`config.mk`:
```
export PLATFORM = sky130hd
export DESIGN_NAME = pmdis_bank
export DESIGN_NICKNAME = d
export VERILOG_FILES = /design/src/rtl/pmdis_delay.v /design/src/rtl/pmdis_bank.v
export VERILOG_INCLUDE_DIRS = /design/src /design/src/rtl
export SDC_FILE = /design/constraint.sdc
export NUM_CORES = 1
export LEC_CHECK = 0
export ABC_AREA = 1
export BUFFER_PORTS_ARGS = -buffer_cell sky130_fd_sc_hd__buf_2
export CORE_MARGIN = 3
export CORE_UTILIZATION = 51
export DETAILED_ROUTE_END_ITERATION = 16
export GPL_TIMING_DRIVEN = 0
export PLACE_DENSITY = 0.8
export SETUP_SLACK_MARGIN = 0.15
export SYNTH_ARGS = -nofsm -noshare
export SYNTH_HDL_FRONTEND = slang
export SYNTH_SLANG_ARGS = --single-unit
export TNS_END_PERCENT = 50
```
`constraint.sdc`:
```
create_clock -name mclk -period 4.48 [get_ports mclk]
set_clock_uncertainty 0.15 [all_clocks]
set_input_delay 0.224 -clock mclk [delete_from_list [all_inputs] [get_ports mclk]]
set_output_delay 0.224 -clock mclk [all_outputs]
set_load 0.01 [all_outputs]
```
`src/rtl/pmdis_defs.vh`:
```
// register offsets, field positions, masks and timing counts of the module gate bank
`ifndef PMDIS_DEFS_VH
`define PMDIS_DEFS_VH

// ----------------------------------------------------------------------
// register offsets (word index on the plain port)
// ----------------------------------------------------------------------
`define PMDIS_OFS_CTRL_1      3'h0
`define PMDIS_OFS_CTRL_2      3'h1
`define PMDIS_OFS_CTRL_3      3'h2
`define PMDIS_OFS_CTRL_4      3'h3
`define PMDIS_OFS_CTRL_6      3'h5
`define PMDIS_OFS_CTRL_7      3'h6

// ----------------------------------------------------------------------
// writable bit masks (unimplemented bits read zero, ignore writes)
// ----------------------------------------------------------------------
`define PMDIS_MASK_1          16'hFEFB
`define PMDIS_MASK_2          16'h0F0F
`define PMDIS_MASK_3          16'h0482
`define PMDIS_MASK_4          16'h000C
`define PMDIS_MASK_6          16'h0700
`define PMDIS_MASK_7          16'h0018

// ----------------------------------------------------------------------
// reset values
// ----------------------------------------------------------------------
`define PMDIS_RST_VALUE       16'h0000

// ----------------------------------------------------------------------
// field positions, register 1
// ----------------------------------------------------------------------
`define PMDIS_B1_TIMER_HI     15
`define PMDIS_B1_TIMER_LO     11
`define PMDIS_B1_ENCODER      10
`define PMDIS_B1_MOTOR_PWM    9
`define PMDIS_B1_I2C_FIRST    7
`define PMDIS_B1_UART_SECOND  6
`define PMDIS_B1_UART_FIRST   5
`define PMDIS_B1_SPI_SECOND   4
`define PMDIS_B1_SPI_FIRST    3
`define PMDIS_B1_CAN          1
`define PMDIS_B1_CONVERTER    0

// ----------------------------------------------------------------------
// field positions, registers 2, 3, 4, 6, 7
// ----------------------------------------------------------------------
`define PMDIS_B2_CAPTURE_HI   11
`define PMDIS_B2_CAPTURE_LO   8
`define PMDIS_B2_COMPARE_HI   3
`define PMDIS_B2_COMPARE_LO   0
`define PMDIS_B3_COMPARATOR   10
`define PMDIS_B3_CHECKSUM     7
`define PMDIS_B3_I2C_SECOND   1
`define PMDIS_B4_REF_CLOCK    3
`define PMDIS_B4_CHARGE_TIMER 2
`define PMDIS_B6_PWM_GEN_HI   10
`define PMDIS_B6_PWM_GEN_LO   8
`define PMDIS_B7_DMA_ALL      4
`define PMDIS_B7_TRIGGER_GEN  3

// ----------------------------------------------------------------------
// timing: one instruction cycle of delay, counted in delay stages (instruction cycles), not system clocks
// ----------------------------------------------------------------------
`define PMDIS_INSTR_CLOCKS    1

`endif

```
`src/rtl/pmdis_delay.v`:
```
// delay line that applies gate changes one instruction cycle late
`timescale 1ns/1ps

module pmdis_delay #(
   parameter WIDTH  = 1,
   parameter STAGES = 1
) (
   input  wire             mclk,
   input  wire             sys_rst,
   input  wire             instr_tick,
   input  wire [WIDTH-1:0] din,
   output wire [WIDTH-1:0] dout
);

   // ----------------------------------------------------------------------
   // one register stage per instruction cycle of delay
   // ----------------------------------------------------------------------
   reg [WIDTH-1:0] stage [0:STAGES-1];

   genvar g;
   generate
      for (g = 0; g < STAGES; g = g + 1) begin : g_stage
         wire [WIDTH-1:0] src;
         // first stage takes the input, later ones the stage before
         if (g == 0) begin : g_first
            assign src = din;
         end else begin : g_next
            assign src = stage[g-1];
         end
         always @(posedge mclk or posedge sys_rst) begin
            if (sys_rst) begin
               stage[g] <= {WIDTH{1'b0}};
            end else if (instr_tick) begin
               stage[g] <= src;
            end
         end
      end
   endgenerate

   assign dout = stage[STAGES-1];

endmodule

```
`src/rtl/pmdis_bank.v`:
```
// peripheral module disable register bank with per-module clock gates
// How it works
// RULE_01: set bit disables module one instruction later
// RULE_02: cleared bit re-enables module one instruction later
// RULE_03: reg1 bits 15..9 gate timers, encoder, pwm
// RULE_04: reg1 bits 7..3 gate i2c, uarts, spis
// RULE_05: reg1 bit1 gates can, bit0 converter
// RULE_06: reg3 bits 10,7,1 gate comparator, crc, i2c
// RULE_07: reg4 bit3 gates reference clock output
// RULE_08: reg4 bit2 gates charge time unit
// RULE_09: reg7 bit4 all dma, bit3 trigger
// RULE_10: unimplemented bits read zero, ignore writes
// RULE_11: disabled module gets no clock, registers
// RULE_12: enabled only if bit clear and present
// RULE_13: reg2 gates capture and compare units
// RULE_14: reg6 gates pwm generators; reset zero
`timescale 1ns/1ps
`include "pmdis_defs.vh"

module pmdis_bank #(
   parameter        INSTR_DIV   = 2,
   parameter [15:0] PRESENT_1   = 16'hFEFB,
   parameter [15:0] PRESENT_2   = 16'h0F0F,
   parameter [15:0] PRESENT_3   = 16'h0482,
   parameter [15:0] PRESENT_4   = 16'h000C,
   parameter [15:0] PRESENT_6   = 16'h0700,
   parameter [15:0] PRESENT_7   = 16'h0018
) (
   input  wire        mclk,
   input  wire        sys_rst,
   input  wire [2:0]  reg_addr,
   input  wire [15:0] reg_wdata,
   input  wire        reg_wr,
   input  wire        reg_rd,
   output reg  [15:0] reg_rdata,
   output reg  [4:0]  timer_clk_en,
   output reg         encoder_clk_en,
   output reg         motor_pwm_clk_en,
   output reg         i2c_first_clk_en,
   output reg         i2c_second_clk_en,
   output reg  [1:0]  uart_clk_en,
   output reg  [1:0]  spi_clk_en,
   output reg         can_ctrl_clk_en,
   output reg         converter_clk_en,
   output reg  [3:0]  capture_unit_clk_en,
   output reg  [3:0]  compare_unit_clk_en,
   output reg         comparator_clk_en,
   output reg         checksum_clk_en,
   output reg         ref_clock_out_clk_en,
   output reg         charge_timer_clk_en,
   output reg  [2:0]  pwm_gen_clk_en,
   output reg         dma_all_clk_en,
   output reg         trigger_gen_clk_en,
   output reg  [95:0] peripheral_gate_bit
);

   // ----------------------------------------------------------------------
   // effective masks: a bit exists only where hardware is present
   // ----------------------------------------------------------------------
   localparam [15:0] IMPL_1 = `PMDIS_MASK_1 & PRESENT_1;
   localparam [15:0] IMPL_2 = `PMDIS_MASK_2 & PRESENT_2;
   localparam [15:0] IMPL_3 = `PMDIS_MASK_3 & PRESENT_3;
   localparam [15:0] IMPL_4 = `PMDIS_MASK_4 & PRESENT_4;
   localparam [15:0] IMPL_6 = `PMDIS_MASK_6 & PRESENT_6;
   localparam [15:0] IMPL_7 = `PMDIS_MASK_7 & PRESENT_7;
   localparam [95:0] IMPL_ALL = {IMPL_7, IMPL_6, IMPL_4,
                                 IMPL_3, IMPL_2, IMPL_1};

   // ----------------------------------------------------------------------
   // control registers
   // ----------------------------------------------------------------------
   reg  [15:0] module_disable_ctrl_1;
   reg  [15:0] module_disable_ctrl_2;
   reg  [15:0] module_disable_ctrl_3;
   reg  [15:0] module_disable_ctrl_4;
   reg  [15:0] module_disable_ctrl_6;
   reg  [15:0] module_disable_ctrl_7;
   reg  [15:0] next_rdata;
   reg  [7:0]  div_cnt;
   reg         instr_tick;
   wire [95:0] ctrl_all;
   wire [95:0] gate_now;

   // instruction-cycle enable pulse from a divider of the system clock
   always @(posedge mclk or posedge sys_rst) begin
      if (sys_rst) begin
         div_cnt    <= 8'h00;
         instr_tick <= 1'b0;
      end else if (div_cnt == INSTR_DIV[7:0] - 8'h01) begin
         div_cnt    <= 8'h00;
         instr_tick <= 1'b1;
      end else begin
         div_cnt    <= div_cnt + 8'h01;
         instr_tick <= 1'b0;
      end
   end

   // ----------------------------------------------------------------------
   // register writes
   // ----------------------------------------------------------------------
   always @(posedge mclk or posedge sys_rst) begin
      if (sys_rst) begin
         module_disable_ctrl_1 <= `PMDIS_RST_VALUE; // RULE_14
         module_disable_ctrl_2 <= `PMDIS_RST_VALUE;
         module_disable_ctrl_3 <= `PMDIS_RST_VALUE;
         module_disable_ctrl_4 <= `PMDIS_RST_VALUE;
         module_disable_ctrl_6 <= `PMDIS_RST_VALUE;
         module_disable_ctrl_7 <= `PMDIS_RST_VALUE;
      end else if (reg_wr) begin
         case (reg_addr)
            `PMDIS_OFS_CTRL_1: begin
               module_disable_ctrl_1 <= reg_wdata & IMPL_1; // RULE_10
            end
            `PMDIS_OFS_CTRL_2: begin
               module_disable_ctrl_2 <= reg_wdata & IMPL_2; // RULE_13
            end
            `PMDIS_OFS_CTRL_3: begin
               module_disable_ctrl_3 <= reg_wdata & IMPL_3;
            end
            `PMDIS_OFS_CTRL_4: begin
               module_disable_ctrl_4 <= reg_wdata & IMPL_4;
            end
            `PMDIS_OFS_CTRL_6: begin
               module_disable_ctrl_6 <= reg_wdata & IMPL_6; // RULE_14
            end
            `PMDIS_OFS_CTRL_7: begin
               module_disable_ctrl_7 <= reg_wdata & IMPL_7;
            end
            default: begin
               module_disable_ctrl_1 <= module_disable_ctrl_1;
            end
         endcase
      end
   end

   // ----------------------------------------------------------------------
   // register reads: data in the cycle after the strobe, zero otherwise
   // ----------------------------------------------------------------------
   always @* begin
      case (reg_addr)
         `PMDIS_OFS_CTRL_1: next_rdata = module_disable_ctrl_1;
         `PMDIS_OFS_CTRL_2: next_rdata = module_disable_ctrl_2;
         `PMDIS_OFS_CTRL_3: next_rdata = module_disable_ctrl_3;
         `PMDIS_OFS_CTRL_4: next_rdata = module_disable_ctrl_4;
         `PMDIS_OFS_CTRL_6: next_rdata = module_disable_ctrl_6;
         `PMDIS_OFS_CTRL_7: next_rdata = module_disable_ctrl_7;
         default:           next_rdata = 16'h0000; // RULE_10
      endcase
   end

   always @(posedge mclk or posedge sys_rst) begin
      if (sys_rst) begin
         reg_rdata <= 16'h0000;
      end else if (reg_rd) begin
         reg_rdata <= next_rdata;
      end else begin
         reg_rdata <= 16'h0000;
      end
   end

   // ----------------------------------------------------------------------
   // gate changes pass through one instruction cycle of delay
   // ----------------------------------------------------------------------
   assign ctrl_all = {module_disable_ctrl_7, module_disable_ctrl_6,
                      module_disable_ctrl_4, module_disable_ctrl_3,
                      module_disable_ctrl_2, module_disable_ctrl_1};

   pmdis_delay #(
      .WIDTH  (96),
      .STAGES (`PMDIS_INSTR_CLOCKS)
   ) u_delay (
      .mclk       (mclk),
      .sys_rst    (sys_rst),
      .instr_tick (instr_tick),
      .din        (ctrl_all),
      .dout       (gate_now)
   ); // RULE_01 RULE_02

   // ----------------------------------------------------------------------
   // clock enables: high only for present modules with bit clear
   // ----------------------------------------------------------------------
   always @(posedge mclk or posedge sys_rst) begin
      if (sys_rst) begin
         peripheral_gate_bit  <= 96'h0;
         timer_clk_en         <= 5'h00;
         encoder_clk_en       <= 1'b0;
         motor_pwm_clk_en     <= 1'b0;
         i2c_first_clk_en     <= 1'b0;
         i2c_second_clk_en    <= 1'b0;
         uart_clk_en          <= 2'h0;
         spi_clk_en           <= 2'h0;
         can_ctrl_clk_en      <= 1'b0;
         converter_clk_en     <= 1'b0;
         capture_unit_clk_en  <= 4'h0;
         compare_unit_clk_en  <= 4'h0;
         comparator_clk_en    <= 1'b0;
         checksum_clk_en      <= 1'b0;
         ref_clock_out_clk_en <= 1'b0;
         charge_timer_clk_en  <= 1'b0;
         pwm_gen_clk_en       <= 3'h0;
         dma_all_clk_en       <= 1'b0;
         trigger_gen_clk_en   <= 1'b0;
      end else begin
         // one vector of module enables, absent modules stay off
         peripheral_gate_bit  <= ~gate_now & IMPL_ALL; // RULE_12 RULE_11
         // register 1
         timer_clk_en <= ~gate_now[`PMDIS_B1_TIMER_HI:`PMDIS_B1_TIMER_LO]
                         & IMPL_1[`PMDIS_B1_TIMER_HI:`PMDIS_B1_TIMER_LO]; // RULE_03
         encoder_clk_en   <= ~gate_now[`PMDIS_B1_ENCODER]
                             & IMPL_1[`PMDIS_B1_ENCODER];
         motor_pwm_clk_en <= ~gate_now[`PMDIS_B1_MOTOR_PWM]
                             & IMPL_1[`PMDIS_B1_MOTOR_PWM];
         i2c_first_clk_en <= ~gate_now[`PMDIS_B1_I2C_FIRST]
                             & IMPL_1[`PMDIS_B1_I2C_FIRST]; // RULE_04
         uart_clk_en <= ~gate_now[`PMDIS_B1_UART_SECOND:`PMDIS_B1_UART_FIRST]
                        & IMPL_1[`PMDIS_B1_UART_SECOND:`PMDIS_B1_UART_FIRST];
         spi_clk_en  <= ~gate_now[`PMDIS_B1_SPI_SECOND:`PMDIS_B1_SPI_FIRST]
                        & IMPL_1[`PMDIS_B1_SPI_SECOND:`PMDIS_B1_SPI_FIRST];
         can_ctrl_clk_en  <= ~gate_now[`PMDIS_B1_CAN]
                             & IMPL_1[`PMDIS_B1_CAN]; // RULE_05
         converter_clk_en <= ~gate_now[`PMDIS_B1_CONVERTER]
                             & IMPL_1[`PMDIS_B1_CONVERTER];
         // register 2
         capture_unit_clk_en <=
            ~gate_now[16+`PMDIS_B2_CAPTURE_HI:16+`PMDIS_B2_CAPTURE_LO]
            & IMPL_2[`PMDIS_B2_CAPTURE_HI:`PMDIS_B2_CAPTURE_LO]; // RULE_13
         compare_unit_clk_en <=
            ~gate_now[16+`PMDIS_B2_COMPARE_HI:16+`PMDIS_B2_COMPARE_LO]
            & IMPL_2[`PMDIS_B2_COMPARE_HI:`PMDIS_B2_COMPARE_LO];
         // register 3
         comparator_clk_en <= ~gate_now[32+`PMDIS_B3_COMPARATOR]
                              & IMPL_3[`PMDIS_B3_COMPARATOR]; // RULE_06
         checksum_clk_en   <= ~gate_now[32+`PMDIS_B3_CHECKSUM]
                              & IMPL_3[`PMDIS_B3_CHECKSUM];
         i2c_second_clk_en <= ~gate_now[32+`PMDIS_B3_I2C_SECOND]
                              & IMPL_3[`PMDIS_B3_I2C_SECOND];
         // register 4
         ref_clock_out_clk_en <= ~gate_now[48+`PMDIS_B4_REF_CLOCK]
                                 & IMPL_4[`PMDIS_B4_REF_CLOCK]; // RULE_07
         charge_timer_clk_en  <= ~gate_now[48+`PMDIS_B4_CHARGE_TIMER]
                                 & IMPL_4[`PMDIS_B4_CHARGE_TIMER]; // RULE_08
         // register 6
         pwm_gen_clk_en <=
            ~gate_now[64+`PMDIS_B6_PWM_GEN_HI:64+`PMDIS_B6_PWM_GEN_LO]
            & IMPL_6[`PMDIS_B6_PWM_GEN_HI:`PMDIS_B6_PWM_GEN_LO]; // RULE_14
         // register 7
         dma_all_clk_en     <= ~gate_now[80+`PMDIS_B7_DMA_ALL]
                               & IMPL_7[`PMDIS_B7_DMA_ALL]; // RULE_09
         trigger_gen_clk_en <= ~gate_now[80+`PMDIS_B7_TRIGGER_GEN]
                               & IMPL_7[`PMDIS_B7_TRIGGER_GEN];
      end
   end

endmodule

```
* Word-level counts from Yosys, hierarchy flattened *
Cells that the tools add are included.
W data, S select, Z words.

storage, ports and cells
  flip-flop bits (word level) = 153
  output and inout port bits = 144

operators by class
  add/sub/neg operators = 1
  equal/unequal tests = 6
  multiplexer cells = 4
  bitwise gates (word level) = 19
  reductions and logical operators = 7

operator list
  operator               number
  $pmux W16 S6           1
  $not A85 Y85           1
  $mux W16               1
  $not A1 Y1             12
  $reduce_and A2 Y1      6
  $add A8 B1 Y8 const B  1
  $eq A8 B1 Y1 const B   1
  $mux W8                1
  $not A4 Y4             2
  $eq A3 B2 Y1 const B   2
  $eq A3 B3 Y1 const B   2
  $not A5 Y5             1
  $not A2 Y2             2
  $eq A3 B1 Y1 const B   1
  $logic_not A3 Y1       1
  $not A3 Y3             1
  $mux W1                1

* Longest topological paths before layout *
  depth after elaboration = 3
  depth in mapped cells = 8
  depth with buffers taken out = 7

* By module *
A second synthesis with hierarchy kept.

second synthesis, totals
  cell total of the unflattened synthesis = 828
  area total of the unflattened synthesis = 7759.9 um^2

by module, submodules not included
  module       instances  cells an instance  area each (um^2)  seq. area each (um^2)
  pmdis_bank   1          421                4126.5            2227.1
  pmdis_delay  1          407                3633.5            2402.3

* Least setup slack after synthesis *
No wires, ideal clock.

  kind = input-to-reg
  start = input port reg_addr[1]
  end = register module_disable_ctrl_2[1]
  setup time = 119 ps
  data arrival time = 955 ps
  data required time = 4211 ps
  path slack = 3256 ps
  stages on the path = 8
  buffers on the path = 2
  cells stage by stage = buf_6 inv_2 nand2_2 nor2_4 nand2_4 buf_6 nand2_1 o21ai_2

on the way
  cells in the longest elaborated chain, start to end = 2

RTL lines
  what                         line              source
  from (decl)                  pmdis_bank.v:31   input wire [2:0] reg_addr,
  $eq A3 B1 Y1                 pmdis_bank.v:110  case (reg_addr)
  $reduce_and A2 Y1 (no line)  -
  to (signal assigned)         pmdis_bank.v:104  module_disable_ctrl_2 <= `PMDIS_RST_VALUE;
  to (signal assigned)         pmdis_bank.v:115  module_disable_ctrl_2 <= reg_wdata & IMPL_2;
  to (decl)                    pmdis_bank.v:73   reg [15:0] module_disable_ctrl_2;

No other way between the ends.
A chain may end at the register's enable or synchronous reset.

* Final worst setup path *
  start = input port reg_addr[2]
  end = register reg_rdata[7]

on the way
  cells in the longest elaborated chain, start to end = 3

RTL lines
  what                                  line              source
  $eq A3 B3 Y1 (tied with other cells)  pmdis_bank.v:140  case (reg_addr)
  $pmux W16 S6 (*)                      pmdis_bank.v:140
  $mux W16 (*)                          pmdis_bank.v:154  end else if (reg_rd) begin
  to (signal assigned)                  pmdis_bank.v:155  reg_rdata <= next_rdata;
  to (decl)                             pmdis_bank.v:35   output reg [15:0] reg_rdata,

Every way passes the cells marked *; elsewhere a longest branch is shown, timed or not.

==> flow_summary.ini <==
[hold_path]
holdCritPathClass = in2async

[worst_setup_path]
crit_path_max_fanout = 10
reg2reg_from = module_disable_ctrl_3[1]
series_of_cell_instances_along_the_critical_path = dlygate4sd3_1 -> buf_6 -> nor2_8 -> dlygate4sd3_1 -> nand2_4 -> inv_2 -> buf_4 -> nand2_1 -> a21oi_1
crit_slowest_cell = sky130_fd_sc_hd__dlygate4sd3_1
cp_data_arrival_time_ps = 2310
critical-path-max-stage-delay_ps = 610
r2r_slack_ps = 2920
critical_path.endpoint_type = flip-flop
critPathTopFamily = buffers and inverters
critical_path_required_ps = 4760
critical_path.startpoint = reg_addr[2]
crit_type = in2reg
worstSetupStartpointType = primary input
cpMostUsedCell = sky130_fd_sc_hd__dlygate4sd3_1
cp_num_buf_inv = 5

[clocking]
cts.hold.buffers_added = 27
cts_tree = done
postCtsSetupRepairBufs = 0
clock_tree.buffer_depth = 2
htree_num_levels = 4
worst_setup_hold_path_clk_slew_ps = 50
cts_resized = 0
ctsRootBufferMaster = sky130_fd_sc_hd__clkbuf_8
numCtsBuffers = 17
clock_latency_ps = 520
clock-sinks = 121

[yosys]
postSynth.asyncResetShare = 1.000
yosysWarningCount = 0
synth_top_area_frac = 0.5812
seq_area_frac_synth = 0.5812
synth.avg_cell_area_um2 = 9.981
post_synth_main_area_contributors = sky130_fd_sc_hd__dfrtp_1, sky130_fd_sc_hd__buf_4, sky130_fd_sc_hd__nand2_1
netlist_area_mm2 = 0.005210
leading_register_cell_type_out_of_synthesis = sky130_fd_sc_hd__dfrtp_1
synth_edf_count = 0
synth.ff_latch_count = 121
synth_top_area_cell = sky130_fd_sc_hd__dfrtp_1
yosysUniqueCellTypes = 24
syn_inst = 522

[die]
initial_core_util = 0.5282
boundaryPins = 167
die-width_um = 107.1
floorplan.die_area_mm2 = 0.01146
num_rows = 36
placeableCoreArea_mm2 = 0.009864
floorplan.die.height_um = 107.1

[sta]
setup-violations-final = 0
max-slew-margin-rel = 0.6096
hold_slack_ps = 173.2
final.min_clock_period_ps = 2026
final_min_period_over_clock_period = 0.4523
hold_violations = 0
grt_setup_unrepaired = false
achievable-frequency_ghz = 0.4936
tightestPinTransition_ps = 585.6
timing.final.max_slew_violations = 0

[drt]
drt_first_iter_violations = 307
routed-via-count = 3952
firstDrtPassIters = 5
postRouteWirelength_um = 11620
route.antenna.remaining_nets = 0
post_drt_wl_per_cell_um = 13.27
via_per_inst = 4.511
drt_drc_violations_left = 0

[finish]
area_growth_pct = 34.41
num-nets-final = 756
proportion_of_layout_cells_with_a_drive_suffix_above_1 = 0.3553
final-instance-count-excl-fill = 876
filler_cell_count = 672
diodes_inserted = 0
final_core_util = 0.7099
final_design_area_no_fill_mm2 = 0.007003

[place]
dpl_cell_area_mm2 = 0.006138
place.gp.congestion = 0.8487
post-place-cells = 818
dp.final_hpwl_um = 7604
count_of_buffers_inserted_at_the_top_level_ports = 99

[grt]
grt_antenna_before_repair = 0
maximum_number_of_pins_on_one_net_before_global_route_repair = 74
met2_usage = 0.3700
global_route.usage.met3 = 0.06562
global_route.peak_usage_layer = met2
grtUsageTotal = 0.2144
grt_pass1_wl_um = 18770
globalRoute.totalOverflow = 0
via_count_of_the_first_global_routing_pass = 3976
grt.met1_usage = 0.2421

[power_and_ir_drop]
leakagePower_nw = 3.721
pwr_total_mw = 3.257
cellPowerDensity_mw_per_mm2 = 465.1
vdd_drop_max_uv = 225.2

[job]
max_cap_violations = 0

[run_status]
run_status = finished clean
Yosys cell counts, types with 2 or more instances:
cell	count
sky130_fd_sc_hd__ha_1	2
sky130_fd_sc_hd__nand2_2	4
sky130_fd_sc_hd__inv_1	51
sky130_fd_sc_hd__clkbuf_1	6
sky130_fd_sc_hd__nor3_1	3
sky130_fd_sc_hd__nand2_1	102
sky130_fd_sc_hd__o21ai_0	42
sky130_fd_sc_hd__a21oi_1	8
sky130_fd_sc_hd__inv_2	4
sky130_fd_sc_hd__o21ai_2	16
sky130_fd_sc_hd__dfrtp_1	121
sky130_fd_sc_hd__nand2_4	3
sky130_fd_sc_hd__buf_4	98
sky130_fd_sc_hd__nand3_1	17
sky130_fd_sc_hd__buf_6	5
sky130_fd_sc_hd__nor2_1	25
sky130_fd_sc_hd__buf_2	2
sky130_fd_sc_hd__nand4_1	7
worst register-to-register path: cells and delay by family (launching register included):
family        cells  cell delay (ps)
buf+inv           2              610
flops             1              400
simple gates      3              290
power by group:
part	switching (mW)	total [mW]	internal (mW)
combinational	0.283	0.547	0.264
sequential	0.0925	1.35	1.26
clock	0.457	1.36	0.899
area by class of cell:
type / instances / area, um^2 / area share
Sequential cell: 121 / 3028 / 0.4324
Clock buffer: 23 / 476.7 / 0.06807
Clock inverter: 8 / 117.6 / 0.01679
Buffer: 111 / 824.5 / 0.1177
Timing Repair Buffer: 127 / 793.3 / 0.1133
Inverter: 56 / 212.7 / 0.03037
Tap cell: 133 / 166.4 / 0.02376
Multi-Input combinational cell: 297 / 1384 / 0.1976
path summary, 6_finish.rpt:
check	endpoint	cells past startpoint
hold / removal	capture_unit_clk_en[0]	3
setup / recovery	reg_rdata[7]	9
max in group asynchronous	div_cnt[7]	4
setup reg to reg	reg_rdata[1]	5
hold reg to reg	peripheral_gate_bit[74]	1
min in group mclk	peripheral_gate_bit[74]	1
metrics by stage:
step	TNS, ps	worst slack [ps]
4_1_cts	0	2455
6_report	0	2454
3_3_place_gp	-17780	-152.9
5_1_grt	0	2355
3_5_place_dp	0	3008
2_1_floorplan	0	891.8
cell usage in the layout, fill, tap and decap left out:
cell type and count:
sky130_fd_sc_hd__a21oi_1 8, sky130_fd_sc_hd__buf_16 1, sky130_fd_sc_hd__buf_2 101, sky130_fd_sc_hd__buf_4 98, sky130_fd_sc_hd__buf_6 5, sky130_fd_sc_hd__bufinv_16 3, sky130_fd_sc_hd__clkbuf_1 8, sky130_fd_sc_hd__clkbuf_16 16
sky130_fd_sc_hd__clkbuf_8 5, sky130_fd_sc_hd__clkinv_1 1, sky130_fd_sc_hd__clkinv_2 4, sky130_fd_sc_hd__clkinvlp_4 1, sky130_fd_sc_hd__conb_1 64, sky130_fd_sc_hd__dfrtp_1 121, sky130_fd_sc_hd__dlygate4sd3_1 27, sky130_fd_sc_hd__ha_1 2
sky130_fd_sc_hd__inv_1 50, sky130_fd_sc_hd__inv_2 4, sky130_fd_sc_hd__inv_4 1, sky130_fd_sc_hd__nand2_1 102, sky130_fd_sc_hd__nand2_2 4, sky130_fd_sc_hd__nand2_4 3, sky130_fd_sc_hd__nand3_1 17, sky130_fd_sc_hd__nand4_1 7
sky130_fd_sc_hd__nor2_1 25, sky130_fd_sc_hd__nor2_4 1, sky130_fd_sc_hd__nor2_8 1, sky130_fd_sc_hd__nor3_1 3, sky130_fd_sc_hd__o21ai_0 42, sky130_fd_sc_hd__o21ai_2 16, sky130_fd_sc_hd__xnor2_1 1, sky130_fd_sc_hd__xor2_1 1
sequential cells by signal, indices dropped and copies added (netlist names), 2 cells and up:
name                   count
module_disable_ctrl_6      3
module_disable_ctrl_1     14
u_delay.dout              32
module_disable_ctrl_2      8
pwm_gen_clk_en             2
div_cnt                    8
peripheral_gate_bit       18
module_disable_ctrl_3      3
module_disable_ctrl_4      2
reg_rdata                 16
compare_unit_clk_en        3
capture_unit_clk_en        3
module_disable_ctrl_7      2
timer_clk_en               4
per-layer routing:
| layer | share of wire | routed length, um |
|---|---|---|
| met5 | 0 | 0 |
| met4 | 0.028 | 323 |
| met3 | 0.077 | 896 |
| met2 | 0.51 | 5949 |
| met1 | 0.38 | 4453 |
cells by family (layout without fill, tap and decap cells):
group                    count (synthesis)  count (layout)  share of synthesized area
buffers and inverters                  167             325                     0.1986
AND/OR/NAND/NOR                        163             163                     0.1364
flip-flops                             121             121                     0.5812
AO/OA/AOI/OAI                           66              66                    0.07493
adder cells (fa/ha/maj)                  2               2                   0.004802
XOR/XNOR                                 2               2                   0.003363
other                                    1              64                  0.0007198
Power figures use the tool's default switching activity.
